===== config.mk =====
export PLATFORM = sky130hd
export DESIGN_NAME = fb_scaling_objects
export DESIGN_NICKNAME = d
export VERILOG_FILES = /design/src/rtl/fb_scaling_pkg.sv /design/src/rtl/fb_scaling_objects.sv /design/src/rtl/ratio_divider.sv
export SDC_FILE = /design/constraint.sdc
export NUM_CORES = 2
export LEC_CHECK = 0
export CORE_ASPECT_RATIO = 0.75
export CORE_MARGIN = 2
export CORE_UTILIZATION = 45
export DETAILED_ROUTE_END_ITERATION = 10
export DONT_BUFFER_PORTS = 1
export HOLD_SLACK_MARGIN = 0.15
export SKIP_LAST_GASP = 1
export SLEW_MARGIN = 0
export SYNTH_ARGS = -nofsm -noshare
export SYNTH_HDL_FRONTEND = slang
export SYNTH_HIERARCHICAL = 1
export SYNTH_SLANG_ARGS = --single-unit
export TNS_END_PERCENT = 10

===== constraint.sdc =====
create_clock -name clk_sys -period 8.3 [get_ports clk_sys]
set_input_delay 1.66 -clock clk_sys [delete_from_list [all_inputs] [get_ports clk_sys]]
set_output_delay 1.66 -clock clk_sys [all_outputs]
set_load 0.02 [all_outputs]

===== src/rtl/fb_scaling_pkg.sv =====
// shared constants and types for the per-feedback scaling objects
package fb_scaling_pkg;
    localparam int CH_COUNT = 3;
    localparam logic [7:0] ENTRY_COUNT = 8'h03;
    localparam logic [15:0] IDX_POS_ACTUAL = 16'h60E4;
    localparam logic [15:0] IDX_VEL_ACTUAL = 16'h60E5;
    localparam logic [15:0] IDX_ENC_INCR = 16'h60E6;
    localparam logic [15:0] IDX_MOTOR_REV_RES = 16'h60EB;
    localparam logic [15:0] IDX_GEAR_MOTOR = 16'h60E8;
    localparam logic [15:0] IDX_GEAR_DRIVE = 16'h60ED;
    localparam logic [15:0] IDX_FEED = 16'h60E9;
    localparam logic [15:0] IDX_FEED_DRIVE = 16'h60EE;
    localparam logic [7:0] SUB_COUNT = 8'h00;
    localparam logic [7:0] SUB_SENSORLESS = 8'h01;
    localparam logic [31:0] RESET_ZERO = 32'h00000000;
    localparam logic [31:0] RESET_ONE = 32'h00000001;
    localparam logic [15:0] ERR_CODE_FEEDBACK = 16'h7305;
    localparam int DIV_BITS = 32;
    // per-channel measurement sample from the feedback front end
    typedef struct packed {
        logic [31:0] position;
        logic [31:0] velocity;
        logic signal_ok;
        logic config_ok;
    } fb_sample_t;
    // object access request from the fieldbus side
    typedef struct packed {
        logic rd;
        logic wr;
        logic [15:0] index;
        logic [7:0] subindex;
        logic [31:0] wdata;
    } obj_req_t;
    typedef struct packed {
        logic valid;
        logic ok;
        logic [31:0] rdata;
    } obj_rsp_t;
endpackage : fb_scaling_pkg


===== src/rtl/fb_scaling_objects.sv =====
// per-feedback position, velocity and scaling object arrays
//
// How it works
// - every array answers subindex zero with the read-only entry count three.
// - each channel reports a signed 32-bit read-only actual position, preset zero.
// - each channel reports a signed 32-bit read-only actual velocity, preset zero.
// - subindex one is always the sensorless feedback, the rest follow sensor order.
// - each channel holds a signed 32-bit writable increment count, preset zero.
// - resolution per channel is increments divided by motor revolutions.
// - a zero increment count marks the channel unconnected; its sampling and switch-on check are skipped, its quotients are still computed.
// - at switch-on each non-zero channel is checked; failure sets an error and logs a code.
// - each channel holds a writable unsigned motor shaft revolutions value.
// - gear ratio per channel is motor shaft revolutions over driving shaft revolutions.
// - each channel holds an unsigned feed value for the feed constant.
// - increments go to the tuning save set; actual values are never saved.
// - feed constant per channel is feed over driving shaft revolutions.
`timescale 1ns/1ns
module fb_scaling_objects (
    input wire logic clk_sys,
    input wire logic resetn,
    input wire logic cycle_tick,
    input wire logic switch_on,
    input fb_scaling_pkg::fb_sample_t sample [3],
    input fb_scaling_pkg::obj_req_t req,
    output fb_scaling_pkg::obj_rsp_t rsp,
    output logic [2:0] channel_active,
    output logic status_error,
    output logic err_log_valid,
    output logic [15:0] err_log_code,
    output logic [31:0] resolution [3],
    output logic [31:0] gear_ratio [3],
    output logic [31:0] feed_constant [3],
    output logic [31:0] tuning_save_incr [3]
);
    typedef enum {CALC_IDLE, CALC_RES, CALC_GEAR, CALC_FEED} calc_state_t;

    logic [31:0] pos_reg [3];
    logic [31:0] vel_reg [3];
    logic [31:0] incr_reg [3];
    logic [31:0] motor_rev_reg [3];
    logic [31:0] gear_motor_reg [3];
    logic [31:0] gear_drive_reg [3];
    logic [31:0] feed_reg [3];
    logic [31:0] feed_drive_reg [3];
    logic [2:0] check_pend_reg;
    calc_state_t calc_reg;
    logic [1:0] calc_ch_reg;
    logic div_start, div_busy, div_done;
    logic [31:0] div_q, div_a, div_b;

    function automatic logic [1:0] ch_of(input logic [7:0] sub);
        return 2'(sub - fb_scaling_pkg::SUB_SENSORLESS);
    endfunction : ch_of

    // subindex one maps to array slot zero, the sensorless one
    wire sub_valid = req.subindex >= fb_scaling_pkg::SUB_SENSORLESS
        && req.subindex <= fb_scaling_pkg::ENTRY_COUNT;
    wire sub_count = req.subindex == fb_scaling_pkg::SUB_COUNT;
    wire [1:0] ch = ch_of(req.subindex);
    wire idx_pos = req.index == fb_scaling_pkg::IDX_POS_ACTUAL;
    wire idx_vel = req.index == fb_scaling_pkg::IDX_VEL_ACTUAL;
    wire idx_inc = req.index == fb_scaling_pkg::IDX_ENC_INCR;
    wire idx_mrv = req.index == fb_scaling_pkg::IDX_MOTOR_REV_RES;
    wire idx_gm = req.index == fb_scaling_pkg::IDX_GEAR_MOTOR;
    wire idx_gd = req.index == fb_scaling_pkg::IDX_GEAR_DRIVE;
    wire idx_fd = req.index == fb_scaling_pkg::IDX_FEED;
    wire idx_fdd = req.index == fb_scaling_pkg::IDX_FEED_DRIVE;
    wire idx_any = idx_pos | idx_vel | idx_inc | idx_mrv | idx_gm | idx_gd | idx_fd | idx_fdd;
    // count and actual values are not writable
    wire wr_ok = req.wr && sub_valid && !idx_pos && !idx_vel && idx_any;

    logic [31:0] rd_val;
    always_comb
    begin
        rd_val = fb_scaling_pkg::RESET_ZERO;
        if (sub_count)
            rd_val = {24'h000000, fb_scaling_pkg::ENTRY_COUNT};
        else if (idx_pos)
            rd_val = pos_reg[ch];
        else if (idx_vel)
            rd_val = vel_reg[ch];
        else if (idx_inc)
            rd_val = incr_reg[ch];
        else if (idx_mrv)
            rd_val = motor_rev_reg[ch];
        else if (idx_gm)
            rd_val = gear_motor_reg[ch];
        else if (idx_gd)
            rd_val = gear_drive_reg[ch];
        else if (idx_fd)
            rd_val = feed_reg[ch];
        else if (idx_fdd)
            rd_val = feed_drive_reg[ch];
    end

    always_ff @(posedge clk_sys)
    begin
        if (!resetn)
            rsp <= '0;
        else
        begin
            rsp.valid <= req.rd | req.wr;
            rsp.ok <= idx_any && (sub_count || sub_valid) && (req.rd || wr_ok);
            rsp.rdata <= req.rd ? rd_val : fb_scaling_pkg::RESET_ZERO;
        end
    end

    always_ff @(posedge clk_sys)
    begin
        if (!resetn)
        begin
            for (int i = 0; i < fb_scaling_pkg::CH_COUNT; i++)
            begin
                pos_reg[i] <= fb_scaling_pkg::RESET_ZERO;
                vel_reg[i] <= fb_scaling_pkg::RESET_ZERO;
                incr_reg[i] <= fb_scaling_pkg::RESET_ZERO;
                motor_rev_reg[i] <= fb_scaling_pkg::RESET_ONE;
                gear_motor_reg[i] <= fb_scaling_pkg::RESET_ONE;
                gear_drive_reg[i] <= fb_scaling_pkg::RESET_ONE;
                feed_reg[i] <= fb_scaling_pkg::RESET_ONE;
                feed_drive_reg[i] <= fb_scaling_pkg::RESET_ONE;
            end
        end
        else
        begin
            for (int i = 0; i < fb_scaling_pkg::CH_COUNT; i++)
            begin
                // unconnected channels keep their last value, saving work
                if (cycle_tick && channel_active[i])
                begin
                    pos_reg[i] <= sample[i].position;
                    vel_reg[i] <= sample[i].velocity;
                end
            end
            if (wr_ok && idx_inc)
                incr_reg[ch] <= req.wdata;
            if (wr_ok && idx_mrv)
                motor_rev_reg[ch] <= req.wdata;
            if (wr_ok && idx_gm)
                gear_motor_reg[ch] <= req.wdata;
            if (wr_ok && idx_gd)
                gear_drive_reg[ch] <= req.wdata;
            if (wr_ok && idx_fd)
                feed_reg[ch] <= req.wdata;
            if (wr_ok && idx_fdd)
                feed_drive_reg[ch] <= req.wdata;
        end
    end

    always_comb
    begin
        for (int i = 0; i < fb_scaling_pkg::CH_COUNT; i++)
        begin
            channel_active[i] = incr_reg[i] != fb_scaling_pkg::RESET_ZERO;
            tuning_save_incr[i] = incr_reg[i];
        end
    end

    // switch-on check: all pending channels in the same cycle, error stays until reset
    always_ff @(posedge clk_sys)
    begin
        if (!resetn)
        begin
            check_pend_reg <= '0;
            status_error <= 1'b0;
            err_log_valid <= 1'b0;
            err_log_code <= '0;
        end
        else
        begin
            err_log_valid <= 1'b0;
            if (switch_on)
                check_pend_reg <= channel_active;
            else
            begin
                for (int i = 0; i < fb_scaling_pkg::CH_COUNT; i++)
                begin
                    if (check_pend_reg[i])
                    begin
                        check_pend_reg[i] <= 1'b0;
                        if (!sample[i].signal_ok || !sample[i].config_ok)
                        begin
                            status_error <= 1'b1;
                            err_log_valid <= 1'b1;
                            err_log_code <= fb_scaling_pkg::ERR_CODE_FEEDBACK;
                        end
                    end
                end
            end
        end
    end

    // one shared divider walks channels and the three quotients in turn
    always_comb
    begin
        div_a = incr_reg[calc_ch_reg];
        div_b = motor_rev_reg[calc_ch_reg];
        if (calc_reg == CALC_GEAR)
        begin
            div_a = gear_motor_reg[calc_ch_reg];
            div_b = gear_drive_reg[calc_ch_reg];
        end
        else if (calc_reg == CALC_FEED)
        begin
            div_a = feed_reg[calc_ch_reg];
            div_b = feed_drive_reg[calc_ch_reg];
        end
    end
    assign div_start = calc_reg != CALC_IDLE && !div_busy && !div_done;

    ratio_divider u_div (
        .clk_sys(clk_sys),
        .resetn(resetn),
        .start(div_start),
        .dividend(div_a),
        .divisor(div_b),
        .busy(div_busy),
        .done(div_done),
        .quotient(div_q)
    );

    always_ff @(posedge clk_sys)
    begin
        if (!resetn)
        begin
            calc_reg <= CALC_IDLE;
            calc_ch_reg <= '0;
            for (int i = 0; i < fb_scaling_pkg::CH_COUNT; i++)
            begin
                resolution[i] <= '0;
                gear_ratio[i] <= '0;
                feed_constant[i] <= '0;
            end
        end
        else
        begin
            case (calc_reg)
                CALC_IDLE:
                    if (cycle_tick)
                        calc_reg <= CALC_RES;
                CALC_RES:
                    if (div_done)
                    begin
                        resolution[calc_ch_reg] <= div_q;
                        calc_reg <= CALC_GEAR;
                    end
                CALC_GEAR:
                    if (div_done)
                    begin
                        gear_ratio[calc_ch_reg] <= div_q;
                        calc_reg <= CALC_FEED;
                    end
                CALC_FEED:
                    if (div_done)
                    begin
                        feed_constant[calc_ch_reg] <= div_q;
                        calc_reg <= CALC_IDLE;
                        calc_ch_reg <= (calc_ch_reg == 2'(fb_scaling_pkg::CH_COUNT - 1))
                            ? 2'h0 : calc_ch_reg + 2'h1;
                    end
                default:
                    calc_reg <= CALC_IDLE;
            endcase
        end
    end
endmodule : fb_scaling_objects


===== src/rtl/ratio_divider.sv =====
// sequential restoring divider, one quotient bit per cycle
`timescale 1ns/1ns
module ratio_divider (
    input wire logic clk_sys,
    input wire logic resetn,
    input wire logic start,
    input wire logic [31:0] dividend,
    input wire logic [31:0] divisor,
    output logic busy,
    output logic done,
    output logic [31:0] quotient
);
    logic [31:0] quot_reg;
    logic [32:0] rem_reg;
    logic [31:0] dvs_reg;
    logic [5:0] cnt_reg;
    logic [32:0] trial;
    assign trial = {rem_reg[31:0], quot_reg[31]} - {1'b0, dvs_reg};
    always_ff @(posedge clk_sys)
    begin
        if (!resetn)
        begin
            busy <= 1'b0;
            done <= 1'b0;
            quot_reg <= '0;
            rem_reg <= '0;
            dvs_reg <= '0;
            cnt_reg <= '0;
            quotient <= '0;
        end
        else
        begin
            done <= 1'b0;
            if (start && !busy)
            begin
                busy <= 1'b1;
                quot_reg <= dividend;
                rem_reg <= '0;
                dvs_reg <= divisor;
                cnt_reg <= 6'(fb_scaling_pkg::DIV_BITS);
            end
            else if (busy)
            begin
                if (trial[32])
                begin
                    rem_reg <= {rem_reg[31:0], quot_reg[31]};
                    quot_reg <= {quot_reg[30:0], 1'b0};
                end
                else
                begin
                    rem_reg <= trial;
                    quot_reg <= {quot_reg[30:0], 1'b1};
                end
                cnt_reg <= cnt_reg - 6'h01;
                if (cnt_reg == 6'h01)
                begin
                    busy <= 1'b0;
                    done <= 1'b1;
                    // divide by zero gives zero rather than all ones
                    quotient <= (dvs_reg == '0) ? '0 :
                        (trial[32] ? {quot_reg[30:0], 1'b0} : {quot_reg[30:0], 1'b1});
                end
            end
        end
    end
endmodule : ratio_divider


# Word level (Yosys, flattened, before mapping)
# Memory sizes are Yosys's and may differ from the RTL's. A register that Yosys moved wholly into a read port is not among the register bits.
# Cells that the tools add are included.
[word_totals]
output_inout_bits = 439
in_bits = 260
memories = 8
ram_bits = 768
ff_bits = 513
[op_classes]
n_lt_le_gt_ge = 4
mux = 117
bitwise = 19
reduce_logical = 60
n_eq_ne = 19
addsub = 4
[memory_table]
columns = ["name", "depth", "width", "rd", "rd_ports_with_merged_regs", "write_ports", "line", "source"]
rows = [
  ["feed_drive_reg", 3, 32, 2, 1, 3, "fb_scaling_objects.sv:44", "logic [31:0] feed_drive_reg [3];"],
  ["feed_reg", 3, 32, 2, 1, 3, "fb_scaling_objects.sv:43", "logic [31:0] feed_reg [3];"],
  ["gear_drive_reg", 3, 32, 2, 1, 3, "fb_scaling_objects.sv:42", "logic [31:0] gear_drive_reg [3];"],
  ["gear_motor_reg", 3, 32, 2, 1, 3, "fb_scaling_objects.sv:41", "logic [31:0] gear_motor_reg [3];"],
  ["incr_reg", 3, 32, 5, 1, 3, "fb_scaling_objects.sv:39", "logic [31:0] incr_reg [3];"],
  ["motor_rev_reg", 3, 32, 2, 1, 3, "fb_scaling_objects.sv:40", "logic [31:0] motor_rev_reg [3];"],
  ["+2 memories", "-", "-", "-", "-", "-", "-", ""],
]
[ops]
columns = ["operator", "n"]
rows = [
  ["two-way mux 32 bit", 33],
  ["bitwise mux 96 bit", 3],
  ["OR reduction 32 bit", 6],
  ["== test 16 x 15 -> 1 bit, second input constant", 8],
  ["one-hot mux 32 bit (4 select lines)", 1],
  ["nonzero test 32 bit", 4],
  ["two-way mux 16 bit", 6],
  ["demux 32 bit (select 2 bit)", 1],
  ["== test 32 x 2 -> 1 bit, second input constant", 2],
  ["== test 32 x 3 -> 1 bit, second input constant", 2],
  ["zero test 32 bit", 2],
  ["two-way mux 1 bit", 51],
  ["two-way mux 2 bit", 20],
  ["subtractor 33 x 32 -> 33 bit", 1],
  ["== test 32 x 1 -> 1 bit, second input constant", 1],
  ["logical AND 1 bit", 20],
  ["OR 1 bit", 14],
  ["two-way mux 6 bit", 2],
  ["zero test 1 bit", 10],
  ["AND reduction 2 bit", 5],
  [">= comparator 8 x 1 -> 1 bit, second input constant", 1],
  ["<= comparator 8 x 2 -> 1 bit, second input constant", 1],
  ["zero test 8 bit", 1],
  ["== test 6 x 1 -> 1 bit, second input constant", 1],
  ["other kinds (16)", 27],
]

# Longest topological paths before layout
[logic_depth]
word_depth = 15
mapped_depth = 17
mapped_depth_nobuf = 12

# Modules after synthesis
# Netlist, hierarchy kept.
[by_module_without_submodules]
columns = ["mod", "cells_each", "seq_area_each_um2", "area_per_inst_um2", "n_inst"]
rows = [
  ["fb_scaling_objects", 4658, 35814.3, 60411.7, 1],
  ["ratio_divider", 868, 2722.6, 7400.8, 1],
]

# Least setup slack after synthesis
# No wires, ideal clock.
[synth_path]
path_kind = "input -> register"
start = "input port req[32] (netlist name)"
end = "memory feed_drive_reg[0][0], enable pin"
setup_time_ns = 0.466
t_arrival_ns = 6.495
slack_ns = 1.339
required_ns = 7.834
path_buffers = 7
stages = 14
path_cell_list = "buf_4 > buf_4 > buf_4 > buf_4 > buf_4 > buf_4 > inv_1 > ha_1 > inv_1 > o2111a_1 > and3_1 > nand3_1 > buf_2 > o21ai_0"
[synth_lines]
columns = ["item", "line", "source"]
rows = [
  ["start, declared", "fb_scaling_objects.sv:24", "input fb_scaling_pkg::obj_req_t req,"],
  ["end, declared", "fb_scaling_objects.sv:44", ""],
]

==> run metrics <==
GP Congestion 0.965; initial antenna violation count 21; CTS Hold Bufs 0; area added between synthesis and finish 10.3%; register bit total from synthesis around 1400; P_sw about 6.6 mW; WL per Instance 34.5 um; EDFF count, synth 960; RSZ-0062 raised after global routing no; crit-path max FO 4; first-pass GRT wire length between 300000 and 400000 um; DP Wirelength 175000 um; met3 global-route usage 0.130; pwr/cell area approximately 280 nW/um^2; status finished, violations left; grt total ovfl 0; Internal Power 14.1 mW; grt met2 use 0.482; synthesized area a little under 70000 um^2; final period utilization 0.690; CP Data Required Time 6.64 ns; I/O Buffers 0; RR Endpoint vel_reg[1][12]$_SDFFCE_PN0P_; Setup TNS 0 ns; routed vias 47100; Max Cap Viol 1; Synth Warn # 6; Multi-input gate area 27600 um^2; vias in the first global route 44200; Mapped Nets 5831; buffer depth of the longest clock path 3; drc violations 0; Vert. Die Dim approximately 340 um; Synth cell types 88; FMAX roughly 0.17 GHz; share of cells above drive strength 1 0.154; R2R Setup Slk 3.51 ns; GRT Resource Usage Total 0.329; top_reg_cell synth edfxtp_1; Area after DPL roughly 70000 um^2; die width roughly 450 um; Synth async-reset ratio 0; drt total wl 258000 um; Post-CTS Setup Bufs 0; final hold vios 0; clock slew at reported path FFs ~0.060 ns; worst vdd ir between 0.5 and 0.6 mV; hold path depth 2; sequential share of the synthesized area 0.568; Logic pwr share 0.249; Tmin final 5.73 ns; Hold Startpoint u_div/dvs_reg[14]$_SDFFE_PN0P_; initial cell density of the core 0.453; most frequent cell after synthesis edfxtp_1; H-tree depth 4; Worst Hold Class register to register; share of power burned in registers 0.412; Synth top area share 0.425; top-level I/O count 699; CP startpoint incr_reg[0][18]$_SDFFCE_PN0P_; clock latency on the worst-skew pair 0.82 ns; Final Setup Violations 0; fill cell count 13000; failing checks max-capacitance violations, max-slew violations; r2r startpoint incr_reg[0][18]$_SDFFCE_PN0P_; Leak 24.2 nW; final net count 5630; switch share 0.320; Mapped Cells 5526; top post-synthesis cells by area edfxtp_1, dfxtp_1, mux4_2; total area of sequential cells 38500 um^2; Slew @ Worst Pin 1.60 ns; Slew Viols, Final 2; crit path DAT 4.07 ns; Mean Syn Cell Area 12.3 um^2; core footprint 150000 um^2; vias per cell 6.30; post-synth top area cell edfxtp_1; Most Used Layer, Global Route met2; CTS tree done; Final Instance Area 74800 um^2; skew final 0.0365 ns; top cells by count, synth edfxtp_1, nand2_1, and2_1; largest net degree at the start of global routing 399; Detail Route Antenna Nets 0; First-pass DRT Iterations 6; CP Class register to primary output; CTS Sinks 1445; Hold Crit Endpoint u_div/dvs_reg[14]$_SDFFE_PN0P_; # resized after CTS 0; row count 123; R2R cell count 7; CTS buffer count 146; CP Launch Type register; Iter 0 DRT Violations 7028; die area 154000 um^2; Clk pwr share 0.339; root buffer cell clkbuf_16; Setup crit end kind primary output; met1 Use GR 0.418; Slew headroom -0.0792
## layout by cell type, fill, tap and decap left out, types with 16 or more instances in the layout
| cell | Yosys | routed |
|---|---|---|
| nor2_2 | 1 | 16 |
| nor2_1 | 401 | 381 |
| mux4_2 | 389 | 389 |
| diode_2 | 0 | 32 |
| clkbuf_16 | 0 | 150 |
| a211oi_1 | 37 | 37 |
| nor4_1 | 35 | 35 |
| nand2_1 | 927 | 924 |
| o21ai_4 | 0 | 21 |
| a21boi_0 | 330 | 330 |
| o21ai_0 | 184 | 149 |
| nor3_1 | 24 | 18 |
| buf_4 | 21 | 107 |
| and2_1 | 521 | 521 |
| mux2i_1 | 175 | 175 |
| o22ai_1 | 17 | 17 |
| ha_1 | 44 | 38 |
| xnor2_1 | 17 | 17 |
| dfxtp_1 | 485 | 482 |
| inv_1 | 54 | 54 |
| clkbuf_1 | 353 | 17 |
| o21a_1 | 25 | 25 |
| a22oi_1 | 25 | 25 |
| edfxtp_1 | 960 | 960 |
| bufinv_16 | 0 | 16 |
| clkinv_2 | 0 | 34 |
| a22o_1 | 49 | 49 |
| a21oi_1 | 90 | 90 |
| o211ai_1 | 20 | 20 |
| a21o_1 | 23 | 23 |
| nand3_1 | 30 | 29 |
## kinds of logic (layout without fill, tap and decap cells)
kind of cell               count (synthesis)  count (layout)  synth area share
other                                      0              32                 0
and+or+nand+nor                         2047            2047             0.141
adders and majority gates                 45              45           0.00841
buffers and inverters                    514             433            0.0319
muxes                                    566             566             0.155
DFF                                     1445            1445             0.568
xor gates and xnor gates                  25              25           0.00323
AOI/OAI and AO/OA                        884             884            0.0915
## power groups by stage
stage | Clock (mW) | Combinational [mW] | Sequential (mW)
floorplan | 0 | 3.94 | 8.49
global placement | 0 | 5.00 | 8.68
detailed placement | 0 | 5.02 | 8.70
CTS | 7.08 | 5.07 | 8.54
global route | 7.37 | 5.58 | 8.60
finish | 7.04 | 5.16 | 8.55
## layout make-up
class / count / share of cell area
Sequential cell: 1445 / 0.515
Multi-Input combinational cell: 3567 / 0.368
Clock buffer: 185 / 0.0539
Tap cell: 2000 / 0.0335
Clock inverter: 83 / 0.0133
Timing Repair Buffer: 111 / 0.0118
Inverter: 54 / 0.00271
Antenna cell: 32 / 0.00107
## stage by stage
stage                     cells  power (mW)  setup slack, ns   util  hold slack, ns
after detailed placement   7177        13.7             2.56  0.465           0.484
after global placement     7177        13.7             2.56  0.465           0.478
after CTS                  7445        20.7             2.79  0.499           0.492
after global routing       7468        21.6             2.62  0.499           0.508
after floorplan            5526        12.4             1.34      -           0.440
final                      7477        20.8             2.57  0.500           0.486
## metal layers
layer	wire, um	share of wire	vias to the layer above
met2	113000	0.44	3081
li1	-	-	19800
met3	35000	0.14	608
met5	34	0.00013	-
met1	93900	0.36	23700
met4	16000	0.062	4
## how the worst max path moves through the flow
| stage | endpoint | cells after the start |
|---|---|---|
| 2_1_floorplan | feed_drive_reg[0][0]$_SDFFCE_PN1P_ | 14 |
| 3_3_place_gp | incr_reg[2][9]$_SDFFCE_PN0P_ | 7 |
| 3_5_place_dp | incr_reg[2][9]$_SDFFCE_PN0P_ | 7 |
| 4_1_cts | channel_active[0] | 4 |
| 5_1_grt | channel_active[0] | 4 |
| 6_report | channel_active[0] | 4 |
## critical path: stages (launching register included)
cell and delay, ns:
edfxtp_1 0.60, nor4_1 0.69, nand4_1 0.57, nor2_1 1.05, inv_1 0.34
No activity file was read; power rests on OpenSTA's default activity.
